`src/pkg/rt_ctrl_pkg.sv`:
```
// Constants and types shared by the descriptor control-word logic
// How it works
// - Buffer mode priority: ping-pong, then circular 2, circular 1, else indexed.
// - Device confirms every ping-pong on/off change made while executing in the active acknowledge bit.
// - Enabled but unacknowledged ping-pong reuses the next-buffer bit, no toggle.
// - Next-buffer bit toggles after clean ping-pong messages only; resets clear it.
// - Mode commands use ping-pong, indexed or simplified buffering, never circular.
// - Simplified processing off: mode word ping-pong enable picks the buffering.
// - Simplified processing on: ping-pong enable ignored, no separate buffers.
// - Simplified processing stores mode codes 16 to 31 inside the descriptor.
// - Simplified processing leaves interrupt bits and behaviour untouched.
// - Receive mode word applies for receive commands to subaddress 0 or 31.
// - Bits 8 to 11 are host read-only; device updates them while executing.
// - Bit 2 host-writable only when not executing; bits 3, 12-15 always.
// - Master reset clears the whole mode control word.
// - Software reset clears only block-accessed, next-buffer, broadcast bits.
// - Host read of a control word clears its block-accessed bit.
// - Device sets block-accessed when it completes a message while executing.
package rt_ctrl_pkg;
  localparam int DATA_W = 16;
  localparam int BUS_W = 32;
  localparam int ADDR_W = 9;
  localparam int IDX_W = 7;
  localparam int MEM_AW = 6;
  localparam int SA_W = 5;
  // Word indexes, byte address is four times the index
  localparam logic [IDX_W-1:0] IDX_MODE_BASE = 7'h20;
  localparam logic [IDX_W-1:0] IDX_MEM_END = 7'h40;
  localparam logic [IDX_W-1:0] IDX_CFG = 7'h40;
  localparam logic [IDX_W-1:0] IDX_STAT = 7'h41;
  localparam logic [MEM_AW-1:0] MEM_LAST = 6'h3F;
  localparam logic [MEM_AW-1:0] MEM_FIRST = 6'h00;
  // Control word field positions
  localparam int B_CIR1 = 0;
  localparam int B_CIR2 = 1;
  localparam int B_PINGPONG_ENABLE = 2;
  localparam int B_PINGPONG_SUSPEND_REQUEST = 3;
  localparam int B_PINGPONG_ACTIVE_ACK = 8;
  localparam int B_BROADCAST_RECEIVED_FLAG = 9;
  localparam int B_DPB = 10;
  localparam int B_BLOCK_ACCESSED_FLAG = 11;
  localparam logic [DATA_W-1:0] HOST_RO_MASK = 16'h0F00;
  localparam logic [DATA_W-1:0] EXEC_LOCK_MASK = 16'h00F7;
  localparam logic [DATA_W-1:0] SOFTWARE_RESET_REQUEST_CLR_MASK = 16'h0E00;
  localparam logic [DATA_W-1:0] MR_WORD = 16'h0000;
  localparam logic [DATA_W-1:0] ZERO_WORD = 16'h0000;
  localparam logic [DATA_W-1:0] CFG_RESET = 16'h0000;
  // Configuration bits
  localparam int C_SIMPLIFIED_MODE_PROCESSING = 0;
  localparam int C_EXEC = 1;
  localparam int C_SOFTWARE_RESET_REQUEST = 2;
  // Command decode
  localparam logic [SA_W-1:0] SA_MODE_LO = 5'h00;
  localparam logic [SA_W-1:0] SA_MODE_HI = 5'h1F;
  localparam logic [SA_W-1:0] MC_STORE_MIN = 5'h10;
  typedef enum logic [2:0] {
    BUF_INDEXED,
    BUF_CIRC1,
    BUF_CIRC2,
    BUF_PINGPONG,
    BUF_SIMPLIFIED
  } buf_mode_e;
endpackage

```
`src/hw/ctrl_word_ram.sv`:
```
// Single-port control word store with registered read data
`timescale 1ns/100ps
module ctrl_word_ram #(
  parameter int DW = 16,
  parameter int AW = 6
) (
  input wire logic ref_clk,
  input wire logic ce,
  input wire logic re,
  input wire logic we,
  input wire logic [AW-1:0] addr,
  input wire logic [DW-1:0] wdata,
  output logic [DW-1:0] rdata
);
  logic [DW-1:0] mem [0:(1<<AW)-1];

  // No reset: the owner sweeps the array clear after reset
  always_ff @(posedge ref_clk) begin
    if (ce && we) begin
      mem[addr] <= wdata;
    end
  end

  always_ff @(posedge ref_clk) begin
    if (ce && re) begin
      rdata <= mem[addr];
    end
  end
endmodule

```
`src/hw/rt_buffer_mode_control_word.sv`:
```
// Descriptor control words: buffer mode select, ping-pong handshake, resets
`timescale 1ns/100ps
module rt_buffer_mode_control_word
  import rt_ctrl_pkg::*;
(
  input wire logic ref_clk,
  input wire logic rst,
  input wire logic ce,
  input wire logic [ADDR_W-1:0] address,
  input wire logic read,
  input wire logic write,
  input wire logic [BUS_W-1:0] writedata,
  input wire logic [3:0] byteenable,
  output logic [BUS_W-1:0] readdata,
  output logic waitrequest,
  input wire logic cmd_start,
  input wire logic cmd_tr,
  input wire logic [SA_W-1:0] cmd_sa,
  input wire logic [SA_W-1:0] cmd_mode_code,
  input wire logic msg_done,
  input wire logic msg_error,
  input wire logic msg_illegal,
  input wire logic msg_busy,
  input wire logic msg_broadcast_received_flag,
  output logic sel_valid,
  output buf_mode_e sel_mode,
  output logic sel_buffer_b,
  output logic sel_in_block,
  output logic sel_pingpong_live,
  output logic simplified_mode_processing,
  output logic execution_start
);

  typedef enum {
    S_IDLE, S_SWRD, S_SWWR, S_HRD, S_HWR, S_HACK, S_ERD, S_ELAT,
    S_DRD, S_DWR
  } state_e;

  state_e state_reg;
  logic [MEM_AW-1:0] sweep_idx_reg;
  logic clear_all_reg;
  logic software_reset_request_pend_reg;
  logic cmd_pend_reg;
  logic done_pend_reg;
  logic [MEM_AW-1:0] cmd_idx_reg;
  logic cmd_is_mode_reg;
  logic [SA_W-1:0] cmd_mc_reg;
  logic [3:0] done_flags_reg;
  logic msg_active_reg;
  logic [DATA_W-1:0] cfg_reg;
  logic [BUS_W-1:0] readdata_reg;
  buf_mode_e sel_mode_reg;
  logic sel_buffer_b_reg;
  logic sel_in_block_reg;
  logic sel_live_reg;

  logic mem_re;
  logic mem_we;
  logic [MEM_AW-1:0] mem_addr;
  logic [DATA_W-1:0] mem_wdata;
  logic [DATA_W-1:0] mem_rdata;
  logic [IDX_W-1:0] host_idx;
  logic host_req;
  logic host_mem;
  logic cmd_take;
  logic done_take;
  logic [DATA_W-1:0] keep_mask;
  logic [DATA_W-1:0] host_word;
  logic [DATA_W-1:0] done_word;
  logic is_mode_cmd;
  logic exec;
  logic toggle_ok;
  buf_mode_e lat_mode;

  assign host_idx = address[ADDR_W-1:2];
  assign host_req = read | write;
  assign host_mem = host_idx < IDX_MEM_END;
  assign exec = cfg_reg[C_EXEC];
  assign simplified_mode_processing = cfg_reg[C_SIMPLIFIED_MODE_PROCESSING];
  assign execution_start = exec;
  assign waitrequest = host_req && (state_reg != S_HACK);
  assign readdata = readdata_reg;
  assign sel_valid = msg_active_reg;
  assign sel_mode = sel_mode_reg;
  assign sel_buffer_b = sel_buffer_b_reg;
  assign sel_in_block = sel_in_block_reg;
  assign sel_pingpong_live = sel_live_reg;
  // Both mode subaddresses share one word per mode code
  assign is_mode_cmd = (cmd_sa == SA_MODE_LO) || (cmd_sa == SA_MODE_HI);
  assign cmd_take = (state_reg == S_IDLE) && !software_reset_request_pend_reg &&
                    !done_pend_reg && cmd_pend_reg;
  assign done_take = (state_reg == S_IDLE) && !software_reset_request_pend_reg &&
                     done_pend_reg;

  //////////////////////////////////////////////////////////////////////////
  // Host write merge: device-owned and locked bits keep their old value
  always_comb begin
    keep_mask = HOST_RO_MASK;
    if (exec) begin
      keep_mask = keep_mask | EXEC_LOCK_MASK;
    end
    keep_mask = keep_mask | ~{{8{byteenable[1]}}, {8{byteenable[0]}}};
    host_word = (mem_rdata & keep_mask) |
                (writedata[DATA_W-1:0] & ~keep_mask);
    if (exec) begin
      // Acknowledge a suspend or resume as soon as the host asks
      host_word[B_PINGPONG_ACTIVE_ACK] = host_word[B_PINGPONG_ENABLE] & ~host_word[B_PINGPONG_SUSPEND_REQUEST];
    end
  end

  // Completion write-back of the device-owned bits
  always_comb begin
    toggle_ok = (sel_mode_reg == BUF_PINGPONG) && sel_live_reg &&
                !done_flags_reg[0] && !done_flags_reg[1] &&
                !done_flags_reg[2];
    done_word = mem_rdata;
    if (exec) begin
      done_word[B_BLOCK_ACCESSED_FLAG] = 1'b1;
      if (toggle_ok) begin
        done_word[B_DPB] = ~mem_rdata[B_DPB];
      end
      if (done_flags_reg[3]) begin
        done_word[B_BROADCAST_RECEIVED_FLAG] = 1'b1;
      end
      done_word[B_PINGPONG_ACTIVE_ACK] = mem_rdata[B_PINGPONG_ENABLE] & ~mem_rdata[B_PINGPONG_SUSPEND_REQUEST];
    end
  end

  // Mode decode of the descriptor read at command start
  always_comb begin
    if (cmd_is_mode_reg) begin
      if (cfg_reg[C_SIMPLIFIED_MODE_PROCESSING]) begin
        // Only buffering changes; interrupt bits pass through untouched
        lat_mode = BUF_SIMPLIFIED;
      end else if (mem_rdata[B_PINGPONG_ENABLE]) begin
        lat_mode = BUF_PINGPONG;
      end else begin
        lat_mode = BUF_INDEXED;
      end
    end else if (mem_rdata[B_PINGPONG_ENABLE]) begin
      lat_mode = BUF_PINGPONG;
    end else if (mem_rdata[B_CIR2]) begin
      lat_mode = BUF_CIRC2;
    end else if (mem_rdata[B_CIR1]) begin
      lat_mode = BUF_CIRC1;
    end else begin
      lat_mode = BUF_INDEXED;
    end
  end

  //////////////////////////////////////////////////////////////////////////
  // Memory port steering
  always_comb begin
    mem_re = 1'b0;
    mem_we = 1'b0;
    mem_addr = cmd_idx_reg;
    mem_wdata = mem_rdata;
    case (state_reg)
      S_IDLE: begin
        if (software_reset_request_pend_reg) begin
          mem_addr = MEM_FIRST;
        end else if (done_pend_reg || cmd_pend_reg) begin
          mem_re = 1'b1;
        end else if (host_req && host_mem) begin
          mem_re = 1'b1;
          mem_addr = host_idx[MEM_AW-1:0];
        end
      end
      S_SWRD: begin
        mem_re = 1'b1;
        mem_addr = sweep_idx_reg;
      end
      S_SWWR: begin
        mem_we = 1'b1;
        mem_addr = sweep_idx_reg;
        if (clear_all_reg) begin
          mem_wdata = MR_WORD;
        end else begin
          mem_wdata = mem_rdata & ~SOFTWARE_RESET_REQUEST_CLR_MASK;
        end
      end
      S_HRD: begin
        mem_we = 1'b1;
        mem_addr = host_idx[MEM_AW-1:0];
        mem_wdata = mem_rdata;
        mem_wdata[B_BLOCK_ACCESSED_FLAG] = 1'b0;
      end
      S_HWR: begin
        mem_we = 1'b1;
        mem_addr = host_idx[MEM_AW-1:0];
        mem_wdata = host_word;
      end
      S_DWR: begin
        mem_we = 1'b1;
        mem_wdata = done_word;
      end
      default: begin
        mem_re = 1'b0;
      end
    endcase
  end

  ctrl_word_ram #(.DW(DATA_W), .AW(MEM_AW)) u_ram (
    .ref_clk(ref_clk),
    .ce(ce),
    .re(mem_re),
    .we(mem_we),
    .addr(mem_addr),
    .wdata(mem_wdata),
    .rdata(mem_rdata)
  );

  //////////////////////////////////////////////////////////////////////////
  // Sequencer; sweeps run first, then completions, starts, host
  always_ff @(posedge ref_clk) begin
    if (rst) begin
      state_reg <= S_IDLE;
    end else if (ce) begin
      case (state_reg)
        S_IDLE: begin
          if (software_reset_request_pend_reg) begin
            state_reg <= S_SWRD;
          end else if (done_pend_reg) begin
            state_reg <= S_DRD;
          end else if (cmd_pend_reg) begin
            state_reg <= S_ERD;
          end else if (host_req && host_mem) begin
            state_reg <= read ? S_HRD : S_HWR;
          end else if (host_req) begin
            state_reg <= S_HACK;
          end
        end
        S_SWRD: state_reg <= S_SWWR;
        S_SWWR: state_reg <= (sweep_idx_reg == MEM_LAST) ? S_IDLE : S_SWRD;
        S_HRD: state_reg <= S_HACK;
        S_HWR: state_reg <= S_HACK;
        S_ERD: state_reg <= S_ELAT;
        S_DRD: state_reg <= S_DWR;
        default: state_reg <= S_IDLE;
      endcase
    end
  end

  // Sweep bookkeeping; master reset forces a full clearing sweep
  always_ff @(posedge ref_clk) begin
    if (rst) begin
      software_reset_request_pend_reg <= 1'b1;
      clear_all_reg <= 1'b1;
      sweep_idx_reg <= MEM_FIRST;
    end else if (ce) begin
      if (state_reg == S_IDLE && software_reset_request_pend_reg) begin
        software_reset_request_pend_reg <= 1'b0;
        sweep_idx_reg <= MEM_FIRST;
      end else if (state_reg == S_SWWR) begin
        sweep_idx_reg <= sweep_idx_reg + 6'h01;
        if (sweep_idx_reg == MEM_LAST) begin
          clear_all_reg <= 1'b0;
        end
      end
      if (state_reg == S_HWR && host_idx == IDX_CFG) begin
        software_reset_request_pend_reg <= 1'b0;
      end
      if (state_reg == S_HACK && write && host_idx == IDX_CFG &&
          byteenable[0] && writedata[C_SOFTWARE_RESET_REQUEST]) begin
        software_reset_request_pend_reg <= 1'b1;
      end
    end
  end

  // Configuration register; software reset bit self-clears
  always_ff @(posedge ref_clk) begin
    if (rst) begin
      cfg_reg <= CFG_RESET;
    end else if (ce) begin
      if (state_reg == S_HACK && write && host_idx == IDX_CFG &&
          byteenable[0]) begin
        cfg_reg[C_SIMPLIFIED_MODE_PROCESSING] <= writedata[C_SIMPLIFIED_MODE_PROCESSING];
        cfg_reg[C_EXEC] <= writedata[C_EXEC];
      end
    end
  end

  // Read data, loaded one cycle before the answer
  always_ff @(posedge ref_clk) begin
    if (rst) begin
      readdata_reg <= {BUS_W{1'b0}};
    end else if (ce) begin
      if (state_reg == S_HRD) begin
        readdata_reg <= {{(BUS_W-DATA_W){1'b0}}, mem_rdata};
      end else if (state_reg == S_IDLE && read && !host_mem &&
                   !software_reset_request_pend_reg && !done_pend_reg && !cmd_pend_reg) begin
        if (host_idx == IDX_CFG) begin
          readdata_reg <= {{(BUS_W-DATA_W){1'b0}}, cfg_reg};
        end else if (host_idx == IDX_STAT) begin
          readdata_reg <= {{(BUS_W-5){1'b0}}, sel_mode_reg,
                           msg_active_reg, clear_all_reg};
        end else begin
          readdata_reg <= {BUS_W{1'b0}};
        end
      end
    end
  end

  //////////////////////////////////////////////////////////////////////////
  // Engine events wait here; a new event beats its own clear
  always_ff @(posedge ref_clk) begin
    if (rst) begin
      cmd_pend_reg <= 1'b0;
      done_pend_reg <= 1'b0;
      cmd_idx_reg <= MEM_FIRST;
      cmd_is_mode_reg <= 1'b0;
      cmd_mc_reg <= SA_MODE_LO;
      done_flags_reg <= 4'h0;
    end else if (ce) begin
      cmd_pend_reg <= cmd_start | (cmd_pend_reg & ~cmd_take);
      done_pend_reg <= msg_done | (done_pend_reg & ~done_take);
      if (cmd_start) begin
        cmd_is_mode_reg <= is_mode_cmd;
        cmd_mc_reg <= cmd_mode_code;
        if (is_mode_cmd) begin
          cmd_idx_reg <= IDX_MODE_BASE[MEM_AW-1:0] +
                         {1'b0, cmd_mode_code};
        end else begin
          cmd_idx_reg <= {1'b0, cmd_sa};
        end
      end
      if (msg_done) begin
        done_flags_reg <= {msg_broadcast_received_flag, msg_busy, msg_illegal, msg_error};
      end
    end
  end

  // Selection latched at command start, held until completion
  always_ff @(posedge ref_clk) begin
    if (rst) begin
      msg_active_reg <= 1'b0;
      sel_mode_reg <= BUF_INDEXED;
      sel_buffer_b_reg <= 1'b0;
      sel_in_block_reg <= 1'b0;
      sel_live_reg <= 1'b0;
    end else if (ce) begin
      if (state_reg == S_ELAT) begin
        msg_active_reg <= 1'b1;
        sel_mode_reg <= lat_mode;
        sel_buffer_b_reg <= (lat_mode == BUF_PINGPONG) & mem_rdata[B_DPB];
        // Unacknowledged ping-pong serves the same buffer every time
        sel_live_reg <= mem_rdata[B_PINGPONG_ACTIVE_ACK];
        sel_in_block_reg <= (lat_mode == BUF_SIMPLIFIED) &&
                            (cmd_mc_reg >= MC_STORE_MIN);
      end else if (state_reg == S_DWR) begin
        msg_active_reg <= 1'b0;
      end
    end
  end

  //////////////////////////////////////////////////////////////////////////
  // Checks
  property p_read_clear;
    @(posedge ref_clk) disable iff (rst)
    (ce && state_reg == S_HRD) |-> mem_we && !mem_wdata[B_BLOCK_ACCESSED_FLAG] &&
      (mem_wdata[B_PINGPONG_ENABLE] == mem_rdata[B_PINGPONG_ENABLE]);
  endproperty
  a_read_clear: assert property (p_read_clear)
    else $error("host read did not clear block accessed");

  property p_host_ro;
    @(posedge ref_clk) disable iff (rst)
    (state_reg == S_HWR) |->
      mem_wdata[B_BLOCK_ACCESSED_FLAG:B_BROADCAST_RECEIVED_FLAG] == mem_rdata[B_BLOCK_ACCESSED_FLAG:B_BROADCAST_RECEIVED_FLAG];
  endproperty
  a_host_ro: assert property (p_host_ro)
    else $error("host wrote a device-owned bit");

  property p_exec_lock;
    @(posedge ref_clk) disable iff (rst)
    (state_reg == S_HWR && exec) |->
      mem_wdata[B_PINGPONG_ENABLE] == mem_rdata[B_PINGPONG_ENABLE];
  endproperty
  a_exec_lock: assert property (p_exec_lock)
    else $error("ping-pong enable changed while executing");

  property p_priority;
    @(posedge ref_clk) disable iff (rst)
    (ce && state_reg == S_ELAT && !cmd_is_mode_reg && mem_rdata[B_PINGPONG_ENABLE])
      |=> sel_mode_reg == BUF_PINGPONG && msg_active_reg;
  endproperty
  a_priority: assert property (p_priority)
    else $error("ping-pong did not win the mode priority");

  property p_simplified;
    @(posedge ref_clk) disable iff (rst)
    (ce && state_reg == S_ELAT && cmd_is_mode_reg && cfg_reg[C_SIMPLIFIED_MODE_PROCESSING])
      |=> sel_mode_reg == BUF_SIMPLIFIED && !sel_buffer_b_reg;
  endproperty
  a_simplified: assert property (p_simplified)
    else $error("simplified processing not selected");

  property p_toggle;
    @(posedge ref_clk) disable iff (rst)
    (state_reg == S_DWR && exec) |->
      (mem_wdata[B_DPB] != mem_rdata[B_DPB]) == toggle_ok &&
      mem_wdata[B_BLOCK_ACCESSED_FLAG];
  endproperty
  a_toggle: assert property (p_toggle)
    else $error("next buffer bit or accessed bit wrong at completion");

  property p_mr_clear;
    @(posedge ref_clk) disable iff (rst)
    (state_reg == S_SWWR && clear_all_reg) |-> mem_wdata == MR_WORD;
  endproperty
  a_mr_clear: assert property (p_mr_clear)
    else $error("master reset sweep wrote a nonzero word");

  property p_sr_clear;
    @(posedge ref_clk) disable iff (rst)
    (state_reg == S_SWWR && !clear_all_reg) |->
      mem_wdata == (mem_rdata & ~SOFTWARE_RESET_REQUEST_CLR_MASK);
  endproperty
  a_sr_clear: assert property (p_sr_clear)
    else $error("software reset touched the wrong bits");

  property p_hold;
    @(posedge ref_clk) disable iff (rst)
    (msg_active_reg && state_reg != S_ELAT) |=>
      $stable(sel_mode_reg) || $past(state_reg) == S_ELAT;
  endproperty
  a_hold: assert property (p_hold)
    else $error("buffer mode changed during a message");

  property p_answer;
    @(posedge ref_clk) disable iff (rst)
    (state_reg == S_HWR || state_reg == S_HRD) |=> state_reg == S_HACK;
  endproperty
  a_answer: assert property (p_answer)
    else $error("host access not answered");

  c_toggle: cover property (@(posedge ref_clk) disable iff (rst)
    state_reg == S_DWR && exec && toggle_ok);
  c_read: cover property (@(posedge ref_clk) disable iff (rst)
    state_reg == S_HRD ##1 state_reg == S_HACK);
  c_software_reset_request: cover property (@(posedge ref_clk) disable iff (rst)
    state_reg == S_SWWR && !clear_all_reg);
  c_simple: cover property (@(posedge ref_clk) disable iff (rst)
    state_reg == S_ELAT && cfg_reg[C_SIMPLIFIED_MODE_PROCESSING] && cmd_is_mode_reg);
endmodule

```
`config.mk`:
```
export PLATFORM = sky130hd
export DESIGN_NAME = rt_buffer_mode_control_word
export DESIGN_NICKNAME = d
export VERILOG_FILES = /design/src/pkg/rt_ctrl_pkg.sv /design/src/hw/ctrl_word_ram.sv /design/src/hw/rt_buffer_mode_control_word.sv
export SDC_FILE = /design/constraint.sdc
export NUM_CORES = 1
export LEC_CHECK = 0
export BUFFER_PORTS_ARGS = -buffer_cell sky130_fd_sc_hd__buf_2
export CAP_MARGIN = 5
export CORE_UTILIZATION = 45
export CTS_CLUSTER_SIZE = 25
export DETAILED_ROUTE_END_ITERATION = 12
export GPL_TIMING_DRIVEN = 0
export SETUP_SLACK_MARGIN = 0.05
export SYNTH_ARGS = -nofsm -noshare
export SYNTH_HDL_FRONTEND = slang
export SYNTH_HIERARCHICAL = 1
export SYNTH_SLANG_ARGS = --single-unit
```
`constraint.sdc`:
```
create_clock -name ref_clk -period 6.29 [get_ports ref_clk]
set_input_delay 0 -clock ref_clk [delete_from_list [all_inputs] [get_ports ref_clk]]
set_output_delay 0 -clock ref_clk [all_outputs]
set_load 0.02 [all_outputs]
```
==> reports/metrics.csv <==
stage,metric,value,unit
setup_path,worst r2r path cells,14,
floorplanning,height of the die,310,um
cts,clk root buf,clkbuf_16,
global_routing,total congestion overflow,0,
global_routing,GRT Overall Usage,30.5,%
final_layout,"non-filler cells, final",4292,
timing,Final min period,6.35,ns
final_layout,area growth from synthesis to layout,18.4,%
global_routing,largest net degree at the start of global routing,65,
timing,final period utilization,101,%
setup_path,Crit path depth,14,
setup_path,r2r startpoint,state_reg[1],
timing,Clock Skew,0.0411,ns
place,pre-CTS setup slack,-0.238,ns
timing,worst hold margin,0.0644,ns
setup_path,critical path endpoint category,flip-flop,
setup_path,crit path launch,state_reg[1],
detailed_routing,wire length per cell,34.3,um
timing,max-slew violations,0,
cts,CTS tree,yes,
timing,"Setup violations, final",1,
floorplanning,Ports,109,
pwr,Final Power,17100,uW
detailed_routing,number of vias per cell,6.38,
timing,unrepaired setup endpoints after global routing,no,
cts,CTS max path bufs,3,
pwr,P_leak,0.0160,uW
logic_synthesis,cell area after synthesis,42700,um2
setup_path,CP Max Fanout,10,
floorplanning,die area,96100,um2
logic_synthesis,"EDFF count, synth",1040,
logic_synthesis,"FF+latch count, synth",1090,
timing,Max Freq,158,MHz
setup_path,capture point of the worst path,u_ram/rdata[0],
setup_path,internal reg-to-reg setup slack,-0.06,ns
cts,Clock Sinks,1090,
global_routing,vias in the first global route,26200,
logic_synthesis,ys async rst share,0,%
logic_synthesis,Syn Area/Cell,16.3,um2
setup_path,peak per-stage delay on the critical path,0.80,ns
final_layout,FF+latch area,32200,um2
logic_synthesis,YS warnings,6,
logic_synthesis,cell count after synthesis,2617,
logic_synthesis,sequential area share after synthesis,75.5,%
final_layout,Filler cells,7534,
setup_path,critical-path cell list,clkbuf_1 > nor2_1 > a22oi_1 > o32ai_2 > and2_2 > a221o_2 > buf_2 > inv_1 > clkbuf_1 > clkbuf_2 > mux2i_1 > o22ai_1 > a211oi_1 > o2111ai_1,
setup_path,reg2reg end,u_ram/rdata[0],
setup_path,Bufs and invs on worst path,5,
setup_path,slowest CP cell,clkbuf_1,
detailed_routing,DRC,0,
run,max-cap check violation count,0,
global_routing,first-pass GRT wire length,201000,um
cts,Clock Latency Late Sink,0.70,ns
setup_path,WP data arrival,6.61,ns
timing,Final WS setup,-0.0560,ns
logic_synthesis,main flop type after synthesis,edfxtp_1,
timing,Worst slew margin,7.32,%
floorplanning,Die X,310,um
pwr,P per Cell Area,339,nW/um2
timing,final hold vios,0,
floorplanning,Initial Utilization,45.6,%
detailed_routing,vias,27400,
cts,total clock buffers created by CTS,112,
final_layout,fin area,50500,um2
final_layout,multi-input logic area,9750,um2
place,cell count after placement,4035,
run_status,status,"complete, but fails checks",
detailed_routing,antenna-violating nets left,0,
timing,worst slew pin tran,1.39,ns
cts,H-tree depth,3,
setup_path,CP required,6.55,ns
pwr,VDD IR max,0.000245,V
detailed_routing,DRT iter0 DRCs,3942,
min_path,worst min path class,input pin to flip-flop,
detailed_routing,Pre-antenna DRT Iters,6,
final_layout,nets,3014,
final_layout,share of layout cells above drive strength 1,18.5,%
setup_path,most frequent CP cell,clkbuf_1,
final_layout,max reg flops,1024,
place,Post-DP HPWL,104000,um
cts,clock slew at reported path FFs,0.06,ns
detailed_routing,final WL,147000,um
place,RD Place Congestion,1.03,
place,Area after DPL,46400,um2
run_status,failing checks,negative setup slack,
global_routing,initial antenna violation count,13,
place,Port Buf Inserts,67,
floorplanning,Rows,112,
setup_path,worst setup path class,flip-flop to flip-flop,
setup_path,Crit path max-delay family,buffers and inverters,
floorplanning,core area,93600,um2
logic_synthesis,library cells used by synthesis,68,
setup_path,CP startpoint kind,flip-flop,
[worst reg2reg max path, delay by kind of cell (launching register included)]
family / cells / cell delay, ns
compound gates: 6 / 1.85
buf+inv: 5 / 2.61
flops: 1 / 0.42
mux: 1 / 0.66
simple gates: 2 / 0.40
[logic make-up after synthesis]
family | synth area share [%]
adders and majority gates | 0.0293
DFF | 75.5
other | 0.00878
buffers and inverters | 2.49
and+or+nand+nor | 4.54
muxes | 5.63
xor gates and xnor gates | 0.103
AOI/OAI and AO/OA | 11.7
[report_power, final]
group          internal [uW]  switching (uW)  leakage (uW)  total, uW
Combinational            602            1710       0.00445       2310
Clock                   3810            2730       0.00175       6540
Sequential              8240            29.0       0.00979       8270
Total                  12700            4470        0.0160      17100
[per-layer routing]
metal	track usage [%]	vias up	wire length, um
li1	-	11300	-
met1	41.9	14100	58600
met2	47.1	1661	67100
met3	6.42	302	14700
met4	13.4	10	6830
met5	0	-	69
[worst min-delay path by stage]
| stage | from | endpoint | slack (ns) | cells past startpoint |
|---|---|---|---|---|
| after floorplan | cmd_mode_code[4] | cmd_mc_reg[4] | 0.14 | 2 |
| after global placement | writedata[1] | cfg_reg[1] | 0.28 | 3 |
| after detailed placement | writedata[0] | cfg_reg[0] | 0.28 | 3 |
| after CTS | write | state_reg[0] | 0.02 | 6 |
| after global routing | writedata[13] | u_ram/mem[17][13] | 0.06 | 2 |
| final | writedata[13] | u_ram/mem[17][13] | 0.06 | 2 |
[synth_stat cells, types with 7 or more instances]
| master | instances | area (um2) |
|---|---|---|
| mux2i_1 | 122 | 1220 |
| nor3_1 | 30 | 150 |
| nand2_1 | 95 | 357 |
| or4_1 | 15 | 113 |
| buf_4 | 31 | 233 |
| buf_2 | 50 | 250 |
| o21ai_0 | 93 | 465 |
| a221o_1 | 14 | 140 |
| inv_1 | 11 | 41.3 |
| nor2_1 | 166 | 623 |
| o221ai_1 | 22 | 193 |
| nor2b_1 | 9 | 56.3 |
| buf_1 | 19 | 71.3 |
| a21o_1 | 8 | 60.1 |
| mux2_2 | 26 | 293 |
| o211ai_1 | 16 | 120 |
| a211oi_1 | 25 | 188 |
| a22o_1 | 50 | 438 |
| a311oi_1 | 9 | 78.8 |
| mux4_2 | 36 | 811 |
| o22ai_1 | 83 | 519 |
| edfxtp_1 | 1040 | 31200 |
| mux2_1 | 7 | 78.8 |
| clkbuf_1 | 100 | 375 |
| a31oi_1 | 7 | 43.8 |
| nand4_1 | 12 | 75.1 |
| buf_6 | 8 | 90.1 |
| a21oi_1 | 79 | 395 |
| nand3_1 | 24 | 120 |
| a22oi_1 | 168 | 1260 |
| a221oi_1 | 75 | 657 |
| dfxtp_1 | 50 | 1000 |
| a222oi_1 | 17 | 170 |
| and2_1 | 15 | 93.8 |
[per-stage QoR]
stage / util [%] / TNS, ns
2_1_floorplan: - / 0
3_3_place_gp: 47.7 / -812.23
3_5_place_dp: 49.5 / -17.16
4_1_cts: 54.0 / 0
5_1_grt: 54.0 / 0
6_report: 54.0 / -0.0560
[final cells by class]
class / instances / area share, %
antenna: 4 / 0.0198
buffer: 208 / 2.05
clock buffer: 136 / 5.85
clock inverter: 66 / 1.27
inverter: 12 / 0.0891
multi-input combinational: 1322 / 19.3
sequential: 1090 / 63.8
tap: 1254 / 3.10
timing repair buffer: 200 / 4.56
[cells in the final DEF (no fill, tap or decap), types with 17 or more instances in the layout]
cell           instances
clkinv_2              18
mux4_2                36
clkbuf_16            115
o221ai_1              22
a22oi_1              168
nor3_1                29
a21oi_1               76
dfxtp_1               50
buf_1                 18
nand3_1               22
nor2_2                58
edfxtp_1            1040
o22ai_1               83
clkbuf_1             117
mux2i_1              122
nor2_1               102
clkinv_1              27
o21ai_0               89
a222oi_1              17
a22o_1                39
a221oi_1              75
a211oi_1              25
buf_4                 34
nand2_1               94
mux2_2                26
buf_2                118
dlygate4sd3_1         49
buf_8                 48
[repair_timing]
| item | in CTS | in global routing |
|---|---|---|
| hold buffers | 49 | 0 |
| pin swaps | 0 | 1 |
| endpoints found under the hold margin | 45 | 0 |
| setup endpoints to repair | 211 | 285 |
| buffers inserted | 2 | 0 |
| resized for setup | 11 | 14 |
(Power assumes the default switching activity.)
